### config.mk
export PLATFORM = sky130hd
export DESIGN_NAME = ocrb_bank
export DESIGN_NICKNAME = d
export VERILOG_FILES = /design/src/hdl/ocrb_pkg.sv /design/src/hdl/ocrb_bank.sv
export VERILOG_INCLUDE_DIRS = /design/src /design/src/hdl
export SDC_FILE = /design/constraint.sdc
export NUM_CORES = 1
export LEC_CHECK = 0
export BUFFER_PORTS_ARGS = -buffer_cell sky130_fd_sc_hd__buf_2
export CAP_MARGIN = 10
export CELL_PAD_IN_SITES_DETAIL_PLACEMENT = 0
export CELL_PAD_IN_SITES_GLOBAL_PLACEMENT = 1
export CORE_MARGIN = 5
export CORE_UTILIZATION = 40
export CTS_CLUSTER_DIAMETER = 150
export DETAILED_ROUTE_END_ITERATION = 10
export PLACE_DENSITY = 0.69
export SLEW_MARGIN = 5
export SYNTH_ARGS = -nofsm -noshare
export SYNTH_HDL_FRONTEND = slang
export SYNTH_SLANG_ARGS = --single-unit
export TNS_END_PERCENT = 10
### constraint.sdc
create_clock -name mclk -period 5.8 [get_ports mclk]
set_clock_uncertainty 0.1 [all_clocks]
set_input_delay 0.29 -clock mclk [delete_from_list [all_inputs] [get_ports mclk]]
set_output_delay 0.29 -clock mclk [all_outputs]
set_load 0.005 [all_outputs]
### src/hdl/ocrb_cfg.svh
// Constants of the option and control register bank.
// Assumes an 8-bit nibble register address; no other file defines these names.
`ifndef OCRB_CFG_SVH
`define OCRB_CFG_SVH
`define OCRB_ADDR_W         8
`define OCRB_A_IX_HIGH      8'h6F
`define OCRB_A_WINDOW       8'h70
`define OCRB_A_LCD_CLKSTB   8'h71
`define OCRB_A_LCD_MAIN     8'h72
`define OCRB_A_VLD_CTRL     8'h73
`define OCRB_A_VLD_THR      8'h74
`define OCRB_A_DEB_BYP      8'h75
`define OCRB_A_EDGE_SEL     8'h76
`define OCRB_A_PA_NOPD      8'h77
`define OCRB_A_PB_NOPD      8'h78
`define OCRB_A_PB_OPDR      8'h79
`define OCRB_A_SP_OPDR      8'h7A
`define OCRB_A_FOUT_WAKE    8'h7B
`define OCRB_A_CRES_1       8'h7C
`define OCRB_A_CRES_2       8'h7D
`define OCRB_A_SP_NOPD      8'h7E
`define OCRB_A_TEST         8'h7F
`define OCRB_A_IRQ_STAT     8'h80
`define OCRB_A_IRQ_MASK     8'h81
`define OCRB_RST_IX_HIGH    3'h0
`define OCRB_RST_OPTION     4'h0
`define OCRB_RST_LCD_CS_POR 4'hC
`define OCRB_RST_LCD_CS_LO  2'h0
`define OCRB_RST_LCD_MN_POR 4'hF
`define OCRB_RST_LCD_MN_HI  3'h7
`define OCRB_RST_VLD_WD     2'h0
`define OCRB_RST_VLD_THR    3'h0
`define OCRB_RST_IRQ        2'h0
`define OCRB_VLD_START_BIT  2
`define OCRB_RAM_ENTRIES    64
`endif

### src/hdl/ocrb_pkg.sv
// Types of the option and control register bank.
// Assumes ocrb_cfg.svh is on the include path.
package ocrb_pkg;
    typedef struct packed {
        logic [7:0] addr;
        logic [3:0] wdata;
        logic       wr;
        logic       rd;
    } ocrb_req_t;

    typedef struct packed {
        logic [3:0] debounceBypass;
        logic [3:0] edgeSelect;
        logic [3:0] portAPulldownOff;
        logic [3:0] portBPulldownOff;
        logic [3:0] portBOpenDrain;
        logic [3:0] serialOpenDrain;
        logic [3:0] freqOutWake;
        logic [3:0] comboReset1;
        logic [3:0] comboReset2;
        logic [3:0] serialPulldownOff;
    } ocrb_opt_t;

    typedef struct packed {
        logic [1:0] multiplierClockSelect;
        logic [1:0] strobeOutputSelect;
        logic       externalSupply;
        logic       fourWayMux;
        logic       powerOff;
        logic       blank;
    } ocrb_lcd_t;

    typedef struct packed {
        logic       write;
        logic [5:0] addr;
        logic [3:0] data;
    } ocrb_seg_t;
endpackage : ocrb_pkg

### src/hdl/ocrb_bank.sv
// Option and control register bank, nibble registers 0x6F to 0x7F plus interrupt pair.
// Assumes a single-cycle CPU register port on mclk and a level detector driving pins.
//
// The plain strobed port is this design's own decision.
`include "ocrb_cfg.svh"
`timescale 1ns/1ps
`default_nettype none
module ocrb_bank
    import ocrb_pkg::*;
#(
    parameter int RAM_ENTRIES = `OCRB_RAM_ENTRIES
) (
    input  wire logic       mclk,
    input  wire logic       reset,
    input  wire logic       porReset,
    input  wire ocrb_req_t  busReq,
    output logic [3:0]      rdata,
    input  wire logic [3:0] indexLow,
    output logic [6:0]      indexPointer,
    output ocrb_seg_t       segmentAccess,
    input  wire logic [3:0] segmentRdata,
    output ocrb_opt_t       options,
    output ocrb_lcd_t       displayControl,
    output logic [1:0]      watchdogDisable,
    output logic [2:0]      detectorThreshold,
    output logic            levelDetectorStart,
    input  wire logic       detectorBusyPin,
    input  wire logic       detectorResultPin,
    output logic            irq
);
    logic [2:0]  index_pointer_high_r;
    logic [1:0]  lcdCsHi_r;
    logic [1:0]  lcdCsLo_r;
    logic [2:0]  lcdMnHi_r;
    logic        lcdMnLo_r;
    logic [1:0]  vldWd_r;
    logic [2:0]  vldThr_r;
    ocrb_opt_t   opt_r;
    logic [3:0]  ram_r [RAM_ENTRIES];
    logic [3:0]  rdata_r;
    logic        measure_r;
    logic        startPulse_r;
    logic [2:0]  busySync_r;
    logic [2:0]  resultSync_r;
    logic        busyFilt_r;
    logic        resultFilt_r;
    logic        busyPrev_r;
    logic [1:0]  irqStat_r;
    logic [1:0]  irqMask_r;
    logic [1:0]  irqStat_nxt;
    logic [3:0]  readMux;
    logic [3:0]  windowRead;

    wire wrEn = busReq.wr;
    wire rdEn = busReq.rd;
    wire [7:0] addr = busReq.addr;
    wire [3:0] wd = busReq.wdata;
    wire [6:0] index = {index_pointer_high_r, indexLow};
    wire inRam = (index < 7'(RAM_ENTRIES));
    wire wrIxHigh = wrEn && (addr == `OCRB_A_IX_HIGH);
    wire wrWindow = wrEn && (addr == `OCRB_A_WINDOW);
    wire wrLcdCs = wrEn && (addr == `OCRB_A_LCD_CLKSTB);
    wire wrLcdMn = wrEn && (addr == `OCRB_A_LCD_MAIN);
    wire wrVld = wrEn && (addr == `OCRB_A_VLD_CTRL);
    wire wrThr = wrEn && (addr == `OCRB_A_VLD_THR);
    wire wrStat = wrEn && (addr == `OCRB_A_IRQ_STAT);
    wire wrMask = wrEn && (addr == `OCRB_A_IRQ_MASK);
    wire startReq = wrVld && wd[`OCRB_VLD_START_BIT];
    wire measureDone = busyPrev_r && !busyFilt_r;
    wire [1:0] irqEvent = {measureDone && resultFilt_r, measureDone};

    // Window accesses above the RAM area go to the display segment memory.
    assign windowRead = inRam ? ram_r[index[5:0]] : segmentRdata;
    assign segmentAccess.write = wrWindow && !inRam;
    assign segmentAccess.addr = index[5:0];
    assign segmentAccess.data = wd;

    // Read selection; unmapped, reserved and test addresses read zero.
    always_comb begin
        unique case (addr)
            `OCRB_A_IX_HIGH:    readMux = {1'b0, index_pointer_high_r};
            `OCRB_A_WINDOW:     readMux = windowRead;
            `OCRB_A_LCD_CLKSTB: readMux = {lcdCsHi_r, lcdCsLo_r};
            `OCRB_A_LCD_MAIN:   readMux = {lcdMnHi_r, lcdMnLo_r};
            `OCRB_A_VLD_CTRL:   readMux = {resultFilt_r, measure_r, vldWd_r};
            `OCRB_A_VLD_THR:    readMux = {1'b0, vldThr_r};
            `OCRB_A_DEB_BYP:    readMux = opt_r.debounceBypass;
            `OCRB_A_EDGE_SEL:   readMux = opt_r.edgeSelect;
            `OCRB_A_PA_NOPD:    readMux = opt_r.portAPulldownOff;
            `OCRB_A_PB_NOPD:    readMux = opt_r.portBPulldownOff;
            `OCRB_A_PB_OPDR:    readMux = opt_r.portBOpenDrain;
            `OCRB_A_SP_OPDR:    readMux = opt_r.serialOpenDrain;
            `OCRB_A_FOUT_WAKE:  readMux = opt_r.freqOutWake;
            `OCRB_A_CRES_1:     readMux = opt_r.comboReset1;
            `OCRB_A_CRES_2:     readMux = opt_r.comboReset2;
            `OCRB_A_SP_NOPD:    readMux = opt_r.serialPulldownOff;
            `OCRB_A_IRQ_STAT:   readMux = {2'h0, irqStat_r};
            `OCRB_A_IRQ_MASK:   readMux = {2'h0, irqMask_r};
            default:            readMux = 4'h0;
        endcase
    end

    // Read data stand only in the cycle after the read strobe.
    always_ff @(posedge mclk) begin
        if (reset || porReset) begin
            rdata_r <= 4'h0;
        end else begin
            rdata_r <= rdEn ? readMux : 4'h0;
        end
    end

    // Option registers ignore the system reset and clear only on power-on.
    always_ff @(posedge mclk) begin
        if (porReset) begin
            opt_r <= '0;
        end else if (wrEn) begin
            unique case (addr)
                `OCRB_A_DEB_BYP:   opt_r.debounceBypass <= wd;
                `OCRB_A_EDGE_SEL:  opt_r.edgeSelect <= wd;
                `OCRB_A_PA_NOPD:   opt_r.portAPulldownOff <= wd;
                `OCRB_A_PB_NOPD:   opt_r.portBPulldownOff <= wd;
                `OCRB_A_PB_OPDR:   opt_r.portBOpenDrain <= wd;
                `OCRB_A_SP_OPDR:   opt_r.serialOpenDrain <= wd;
                `OCRB_A_FOUT_WAKE: opt_r.freqOutWake <= wd;
                `OCRB_A_CRES_1:    opt_r.comboReset1 <= wd;
                `OCRB_A_CRES_2:    opt_r.comboReset2 <= wd;
                `OCRB_A_SP_NOPD:   opt_r.serialPulldownOff <= wd;
                default:           opt_r <= opt_r;
            endcase
        end
    end

    // Bits defined by power-on keep their value over the other resets.
    always_ff @(posedge mclk) begin
        if (porReset) begin
            index_pointer_high_r  <= `OCRB_RST_IX_HIGH;
            lcdCsHi_r <= 2'(`OCRB_RST_LCD_CS_POR >> 2);
            lcdMnLo_r <= 1'(`OCRB_RST_LCD_MN_POR & 4'h1);
        end else begin
            if (wrIxHigh) begin
                index_pointer_high_r <= wd[2:0];
            end
            if (wrLcdCs) begin
                lcdCsHi_r <= wd[3:2];
            end
            if (wrLcdMn) begin
                lcdMnLo_r <= wd[0];
            end
        end
    end

    // Control bits cleared or set by every reset.
    always_ff @(posedge mclk) begin
        if (reset || porReset) begin
            lcdCsLo_r <= `OCRB_RST_LCD_CS_LO;
            lcdMnHi_r <= `OCRB_RST_LCD_MN_HI;
            vldWd_r   <= `OCRB_RST_VLD_WD;
            vldThr_r  <= `OCRB_RST_VLD_THR;
        end else begin
            if (wrLcdCs) begin
                lcdCsLo_r <= wd[1:0];
            end
            if (wrLcdMn) begin
                lcdMnHi_r <= wd[3:1];
            end
            if (wrVld) begin
                vldWd_r <= wd[1:0];
            end
            if (wrThr) begin
                vldThr_r <= wd[2:0];
            end
        end
    end

    // Indexed RAM, one nibble per entry, cleared by reset.
    for (genvar i = 0; i < RAM_ENTRIES; i++) begin : g_ram
        always_ff @(posedge mclk) begin
            if (reset || porReset) begin
                ram_r[i] <= 4'h0;
            end else if (wrWindow && inRam && (index[5:0] == 6'(i))) begin
                ram_r[i] <= wd;
            end
        end
    end

    // Detector pins pass three flops; a change counts when the last two agree.
    always_ff @(posedge mclk) begin
        busySync_r   <= {busySync_r[1:0], detectorBusyPin};
        resultSync_r <= {resultSync_r[1:0], detectorResultPin};
        if (reset || porReset) begin
            busyFilt_r   <= 1'b0;
            resultFilt_r <= 1'b0;
            busyPrev_r   <= 1'b0;
        end else begin
            if (busySync_r[1] == busySync_r[2]) begin
                busyFilt_r <= busySync_r[2];
            end
            if (resultSync_r[1] == resultSync_r[2]) begin
                resultFilt_r <= resultSync_r[2];
            end
            busyPrev_r <= busyFilt_r;
        end
    end

    // Busy from the start write until the detector finishes; a new start wins.
    always_ff @(posedge mclk) begin
        if (reset || porReset) begin
            measure_r    <= 1'b0;
            startPulse_r <= 1'b0;
        end else begin
            measure_r    <= startReq || (measure_r && !measureDone);
            startPulse_r <= startReq;
        end
    end

    // Sticky events: set wins over a write-one clear.
    assign irqStat_nxt = (irqStat_r & ~(wrStat ? wd[1:0] : 2'h0)) | irqEvent;
    always_ff @(posedge mclk) begin
        if (reset || porReset) begin
            irqStat_r <= `OCRB_RST_IRQ;
            irqMask_r <= `OCRB_RST_IRQ;
        end else begin
            irqStat_r <= irqStat_nxt;
            if (wrMask) begin
                irqMask_r <= wd[1:0];
            end
        end
    end

    assign rdata = rdata_r;
    assign indexPointer = index;
    assign options = opt_r;
    assign displayControl = {lcdCsLo_r, lcdCsHi_r, lcdMnLo_r, lcdMnHi_r[0],
                             lcdMnHi_r[1], lcdMnHi_r[2]};
    assign watchdogDisable = vldWd_r;
    assign detectorThreshold = vldThr_r;
    assign levelDetectorStart = startPulse_r;
    assign irq = |(irqStat_r & irqMask_r);
endmodule : ocrb_bank
`default_nettype wire

Yosys cells after proc, flatten, opt, wreduce, memory -nomap -nowiden
Memory sizes are Yosys's and may differ from the RTL's.
Cells that the tools add are included.

storage, ports and cells
  latch bits = 0
  memories = 1
  memory bits (writable) = 256
  word-level logic and storage cells = 538
  bits in read-only memories = 0
  flip-flop bits (word level) = 75

operators by class
  shift operators = 0
  multipliers = 0
  $add $sub $neg = 0
  order comparisons = 1
  mux-type cells = 261
  divide/modulo/power cells = 0
  bitwise logic cells = 69
  reduce and logical (&&, ||, !) cells = 96
  eq/ne operators = 83

memories
  name   words  width  read ports  clocked after memory_dff  wr ports  line             text
  ram_r  64     4      1           0                         64        ocrb_bank.sv:39  logic [3:0] ram_r [RAM_ENTRIES];

operator list
  operator              count
  $mux W4               65
  $mux W1               194
  $eq A6 B6 Y1 const B  32
  $eq A8 B7 Y1 const B  16
  $eq A6 B5 Y1 const B  16
  $logic_and A1 B1 Y1   78
  $pmux W4 S18          1
  $or A1 B1 Y1          64
  $eq A6 B4 Y1 const B  8
  $eq A6 B3 Y1 const B  4
  $reduce_and A2 Y1     10
  $eq A8 B8 Y1 const B  2
  $eq A6 B2 Y1 const B  2
  $lt A7 B7 Y1 const B  1
  $eq A6 B1 Y1 const B  1
  $logic_not A6 Y1      1
  $and A2 B2 Y2         2
  $reduce_or A2 Y1      2
  $logic_not A1 Y1      3
  $eq A1 B1 Y1          2
  $logic_or A1 B1 Y1    2
  $mux W2               1
  $not A2 Y2            1
  $or A2 B2 Y2          1
  $not A1 Y1            1

Logic depth before layout (Yosys ltp)
Gate-level depths: netlist of the first run.

  depth after elaboration = 8
  gate-level depth with buffers = 10

Least setup slack after synthesis of the first run
Ideal clock, no wire load.

  path kind = input to register
  start point = input port busReq[8] (netlist bit)
  end point = memory ram_r[18][0] (enable)
  slack = 3.422 ns
  cell stages on the path = 7
  required time = 5.339 ns
  setup time = 0.361 ns
  buffers on the path = 2
  arrival time = 1.916 ns
  cells stage by stage = buf_2 nor2_1 nand4_1 nor4b_2 nand2_1 buf_2 o21ai_0

RTL lines
  item         line             text
  from (decl)  ocrb_bank.sv:16  input wire ocrb_req_t busReq,
  to (decl)    ocrb_bank.sv:39

==> qor.yml, run 1 <==
hold_viol_final: 0
reg2reg_depth: 3
cp_max_fo: 22
viasPerCell: 5.70
yosys.cell_count.top_type: "nor2_1"
worstSetupPathType: "register to register"
start_util_pct: 40.4
synth_seq_area_share_pct: 60.5
gr-total-overflow: 0
grt_max_degree: 60
dp.cells: 1794
whs_ps: 57.4
netlist_area_um2: 15200
grt_antenna_before_repair: 0
power.static_leakage_nw: 6.07
max_slew_margin_pct: 16.4
path_clk_slew_ps: 60
synth_edf_count: 256
first_iter_violations: 979
critPathCaptureType: "register"
setup_tns_ps: 0
wl_per_cell_um: 24.3
insertion_delay_ps: 510
route.vias.total: 10600
post_dp_cell_area_um2: 15700
utilization_pct: 45.1
cts_buffer_depth: 3
grt.total_usage_pct: 21.2
dp_slack_ps: 2050
setup_viol: 0
design_area_um2: 16900
crit_arrival_ps: 3530
yosys_warnings: 0
gp_congestion: 0.923
dieArea_um2: 41900
clockRootBuffer: "clkbuf_16"
port_buffers: 103
min_period_ps: 3290
place_hpwl_um: 30600
synth_top_area_cell: "edfxtp_1"
synthArstFlopShare_pct: 0
die_w_um: 205
route.detailed.drc: 0
postRouteAntennaNets: 0
die_y_um: 205
setup_ws_ps: 2510
cts_hold_buffers: 2
cts_setup_buffers: 0
finalCritPeriodShare_pct: 56.8
dr.pass1.iters: 5
p_per_area_nw_per_um2: 308
numCtsBuffers: 38
antenna_cells: 0
slew_violations: 0
synth_area_leaders: "edfxtp_1 (51%), dfxtp_1 (9.9%), nor2_1 (8.3%)"
synth_top_area_share_pct: 50.6
worstMarginPinSlew_ps: 1250
critPathRequiredTime_ps: 6030
cts_max_level: 2
post_cts_resize_count: 0
synth_common_cells: "nor2_1 (337), edfxtp_1 (256), mux2i_1 (93)"
fp.coreArea_um2: 37600
worstSetupStartpointType: "register"
cts_tree: "done"
ios: 104
synth.net_count: 1336
drive_gt1_share_pct: 16.2
hp-class: "primary input to register"
synth.distinct_cells: 63
min_delay_path_depth: 4
area_growth_pct: 11.5
num_rows: 71
drt_wl_total_um: 45200
rsz0062_at_grt: "no"
fin_nets: 1352
cts.sinks: 331
grt_pass1_vias: 10300
power_mw: 5.21
outcome: "finished clean"
syn_area_per_cell_um2: 11.6
ys_ff_latch: 331
synth_ff_type: "edfxtp_1"
maxCapViolations: 0
final_cells: 1863
grt_pass1_wl_um: 66900
fmax_ghz: 0.304
ir_drop_uv: 192
postSynthCellCount: 1309
## state kept, by name (all words and copies together) (netlist names), 3 cells and up
register              flops
busySync_r                3
options                  40
resultSync_r              3
lcdMnHi_r                 3
detectorThreshold         3
index_pointer_high_r      3
ram_r                   256
rdata                     4
## report_power, final
part           total (mW)  internal [mW]  switching (mW)
Sequential           2.65           2.62          0.0286
Combinational       0.272         0.0905           0.181
Clock                2.29           1.34           0.949
Total                5.21           4.05            1.16
## worst max-delay path, cell delays in order (launching register included)
cell,delay [ps]
dfxtp_1,970
nand2_1,810
or3_1,970
nor2_1,250
## worst paths after layout
path	start	endpoint	slack [ps]
worst max-delay path	index_pointer_high_r[1]$_SDFFE_PP0P_	ram_r[51][2]$_SDFFCE_PN0P_	2510
worst min-delay path	busReq[0]	rdata[3]$_SDFF_PP0_	60
worst max register to register	index_pointer_high_r[1]$_SDFFE_PP0P_	ram_r[51][2]$_SDFFCE_PN0P_	2510
worst min register to register	busySync_r[0]$_DFF_P_	busySync_r[1]$_DFF_P_	230
## cells in the final DEF (no fill, tap or decap), types with 3 or more instances in the layout
cell type    n
clkbuf_16   39
nor3_1       8
nand2b_1     6
edfxtp_1   256
o21ai_0     74
a211o_1      3
clkinv_1     9
dfxtp_1     75
a22oi_1     23
nand4_1     13
a22o_1       9
a21oi_1     34
a221oi_1     5
nand3_1     48
mux2i_1     93
a31oi_1      5
a32oi_1      3
buf_4        7
nand2_1     56
mux2_2       5
mux4_2      41
clkbuf_1     5
nand3b_1     4
and2_1       4
nor2_1     336
buf_2      101
clkinv_2     3
a21boi_1     3
a21o_1       3
nor2b_1     12
inv_1        7
and3_1       8
## cell families (layout without fill, tap and decap cells)
logic type | after synthesis | in the layout | synth area share [%]
flip-flops | 331 | 331 | 60.5
AND/OR/NAND/NOR | 514 | 514 | 14.6
buffers and inverters | 141 | 184 | 4.44
multiplexers | 141 | 141 | 12.9
AO/OA/AOI/OAI | 182 | 182 | 7.50
## area by class of cell
type	instances	area [µm²]
clock inverters	20	151
well taps	511	639
fillers	3400	20600
multi-input cells	837	5320
repair buffers	110	578
clock buffers	47	1020
flip-flops and latches	331	9190
inverters	7	26.3
## layer usage
layer / up-vias / wire length (µm) / track usage, %
li1: 4747 / - / -
met1: 5272 / 19600 / 30.0
met2: 529 / 20700 / 33.4
met3: 79 / 3490 / 3.94
met4: 0 / 1480 / 6.56
met5: - / 0 / 0
Note: power is estimated with default switching activity, not from simulation.
==> inputs of run 2 (changes only) <==
PLACE_DENSITY = 0.72   (was 0.69)
clock period = 2.64 ns   (was 5.8 ns; I/O delays follow)
==> qor.yml, run 2 (synthesis results as in run 1) <==
area_growth_pct: 19.5  # was 11.5%
max_slew_margin_pct: 42.2  # was 16.4%
final_cell_mix: "nor2_1 (336), edfxtp_1 (256), buf_4 (145), buf_2 (101), mux2i_1 (93)"  # was nor2_1 (336), edfxtp_1 (256), buf_2 (101), mux2i_1 (93), dfxtp_1 (75)
postRouteAntennaNets: 0  # unchanged
route.vias.total: 11000  # was 10600
clkPwrFrac_pct: 43.0  # was 43.9%
cts_tree: "done"  # unchanged
cts_setup_buffers: 0  # unchanged
antenna_cells: 0  # unchanged
grt_max_degree: 47  # was 60
dp.cells: 1938  # was 1794
viasPerCell: 5.47  # was 5.70
combPwrFrac_pct: 6.3  # was 5.2%
critPathCaptureType: "register"  # unchanged
num_rows: 71  # unchanged
fp.coreArea_um2: 37600  # unchanged
die_y_um: 205  # unchanged
fmax_ghz: 0.407  # was 0.304 GHz
cpLargestDelayFamily: "simple AND/OR/NAND/NOR gates"  # unchanged
slew_violations: 0  # unchanged
drt_wl_total_um: 43100  # was 45200 µm
seqCellArea_um2: 9190  # unchanged
regMostFlops: "ram_r"  # unchanged
maxCapViolations: 0  # unchanged
power.static_leakage_nw: 6.79  # was 6.07 nW
clockRootBuffer: "clkbuf_16"  # unchanged
worstSetupStartpointType: "register"  # unchanged
slowest_stage: "dfxtp_1"  # unchanged
fill_cells: 3380  # was 3400
min_period_ps: 2460  # was 3290 ps
largest_reg_flops: 256  # unchanged
hp-class: "primary input to register"  # unchanged
p_switching_mw: 2.49  # was 1.16 mW
gp_congestion: 0.931  # was 0.923
seqPwrFrac_pct: 50.8  # was 50.9%
finalCritPeriodShare_pct: 93.2  # was 56.8%
grt_pass1_vias: 11100  # was 10300
ir_drop_uv: 404  # was 192 µV
cts_buffer_depth: 3  # unchanged
multi_input_area_um2: 5330  # was 5320 µm²
grt.total_usage_pct: 20.4  # was 21.2%
p_per_area_nw_per_um2: 631  # was 308 nW/µm²
setup_viol: 0  # unchanged
path_clk_slew_ps: 60  # about the same
numCtsBuffers: 37  # was 38
drive_gt1_share_pct: 24.5  # was 16.2%
die_w_um: 205  # unchanged
dieArea_um2: 41900  # unchanged
hold_viol_final: 0  # unchanged
ios: 104  # unchanged
outcome: "finished clean"  # unchanged
wl_per_cell_um: 21.4  # was 24.3 µm
path_cells: "nand2b_1, nor3_1, a31oi_1, nand4_1, a21boi_1"  # was nand2_1, or3_1, nor2_1
critPathBufInv: 0  # unchanged
internal_power_mw: 8.95  # was 4.05 mW
final_cells: 2011  # was 1863
route.detailed.drc: 0  # unchanged
dp_slack_ps: -62.3  # was 2050 ps
power_mw: 11.4  # was 5.21 mW
cpPeakStageDelay_ps: 710  # was 970 ps
insertion_delay_ps: 510  # about the same
dr.pass1.iters: 7  # was 5
rsz0062_at_grt: "no"  # unchanged
worstSetupPathType: "register to register"  # unchanged
place_hpwl_um: 31200  # was 30600 µm
final_common_cell: "nor2_1"  # unchanged
critPathRequiredTime_ps: 2990  # was 6030 ps
first_iter_violations: 767  # was 979
cts.sinks: 331  # unchanged
setup_ws_ps: 181  # was 2510 ps
crit_arrival_ps: 2810  # was 3530 ps
cts_max_level: 2  # unchanged
worstMarginPinSlew_ps: 867  # was 1250 ps
port_buffers: 103  # unchanged
gr-total-overflow: 0  # unchanged
cp_max_fo: 17  # was 22
start_util_pct: 40.4  # unchanged
swShare_pct: 21.8  # was 22.2%
fin_nets: 1501  # was 1352
whs_ps: 24.5  # was 57.4 ps
grt_pass1_wl_um: 66000  # was 66900 µm
grt_antenna_before_repair: 0  # unchanged
run 2: cell types whose count changed in the layout (fill, tap and decap cells not counted), moves of 3 or more:
cell,previous run,this run
buf_4,7,145
clkinv_1,9,1
buf_12,0,6
dlygate4sd3_1,2,8
clkinv_2,3,7
clkbuf_1,5,8
clkbuf_2,0,3
run 2: final timing paths:
| kind | start | endpoint | slack, ps | cells past startpoint |
|---|---|---|---|---|
| max | index_pointer_high_r[1]$_SDFFE_PP0P_ | rdata[1]$_SDFF_PP0_ | 180 | 5 |
| max reg2reg | index_pointer_high_r[1]$_SDFFE_PP0P_ | rdata[1]$_SDFF_PP0_ | 180 | 5 |
| min | busReq[3] | options[13]$_SDFFE_PP0P_ | 20 | 3 |
| min reg2reg | resultSync_r[0]$_DFF_P_ | resultSync_r[1]$_DFF_P_ | 220 | 0 |
run 2: per-layer routing:
layer | GRT usage, % | wire (µm) | up-vias
li1 | - | - | 5040
met4 | 6.53 | 1240 | 0
met1 | 26.7 | 17700 | 5456
met2 | 34.8 | 21400 | 416
met5 | 0 | 0 | -
met3 | 3.55 | 2760 | 81
run 2: cell type report:
type                       count  share of cell area [%]
multi-input combinational    837                    29.4
tap                          511                    3.53
timing repair buffer         260                    9.90
sequential                   331                    50.7
clock buffer                  53                    5.86
inverter                       7                   0.145
clock inverter                12                   0.511
run 2: repair_timing:
item | CTS | global route
resized for setup | 0 | 1
hold endpoints to repair | 11 | 0
endpoints found under the setup margin | 0 | 1
hold buffers | 8 | 0
run 2: power groups by stage:
stage,clock [mW],sequential [mW],combinational (mW)
after CTS,5.00,5.81,0.718
final,4.92,5.81,0.716
after global routing,5.22,5.82,0.768
after floorplan,0,5.89,0.432
after global placement,0,5.92,0.699
after detailed placement,0,5.92,0.708
run 2: worst min-delay path: stages:
cell and delay [ps]:
buf_2 280, nand2_1 120, a21oi_1 60
run 2: metrics by stage:
step                cell area [µm²]  TNS, ps  utilization (%)
detailed placement            16900    -62.3             45.0
floorplan                     15200        0                -
CTS                           18100        0             48.2
finish                        18100        0             48.3
global route                  18100        0             48.3
global placement              16900    -80.1             45.0
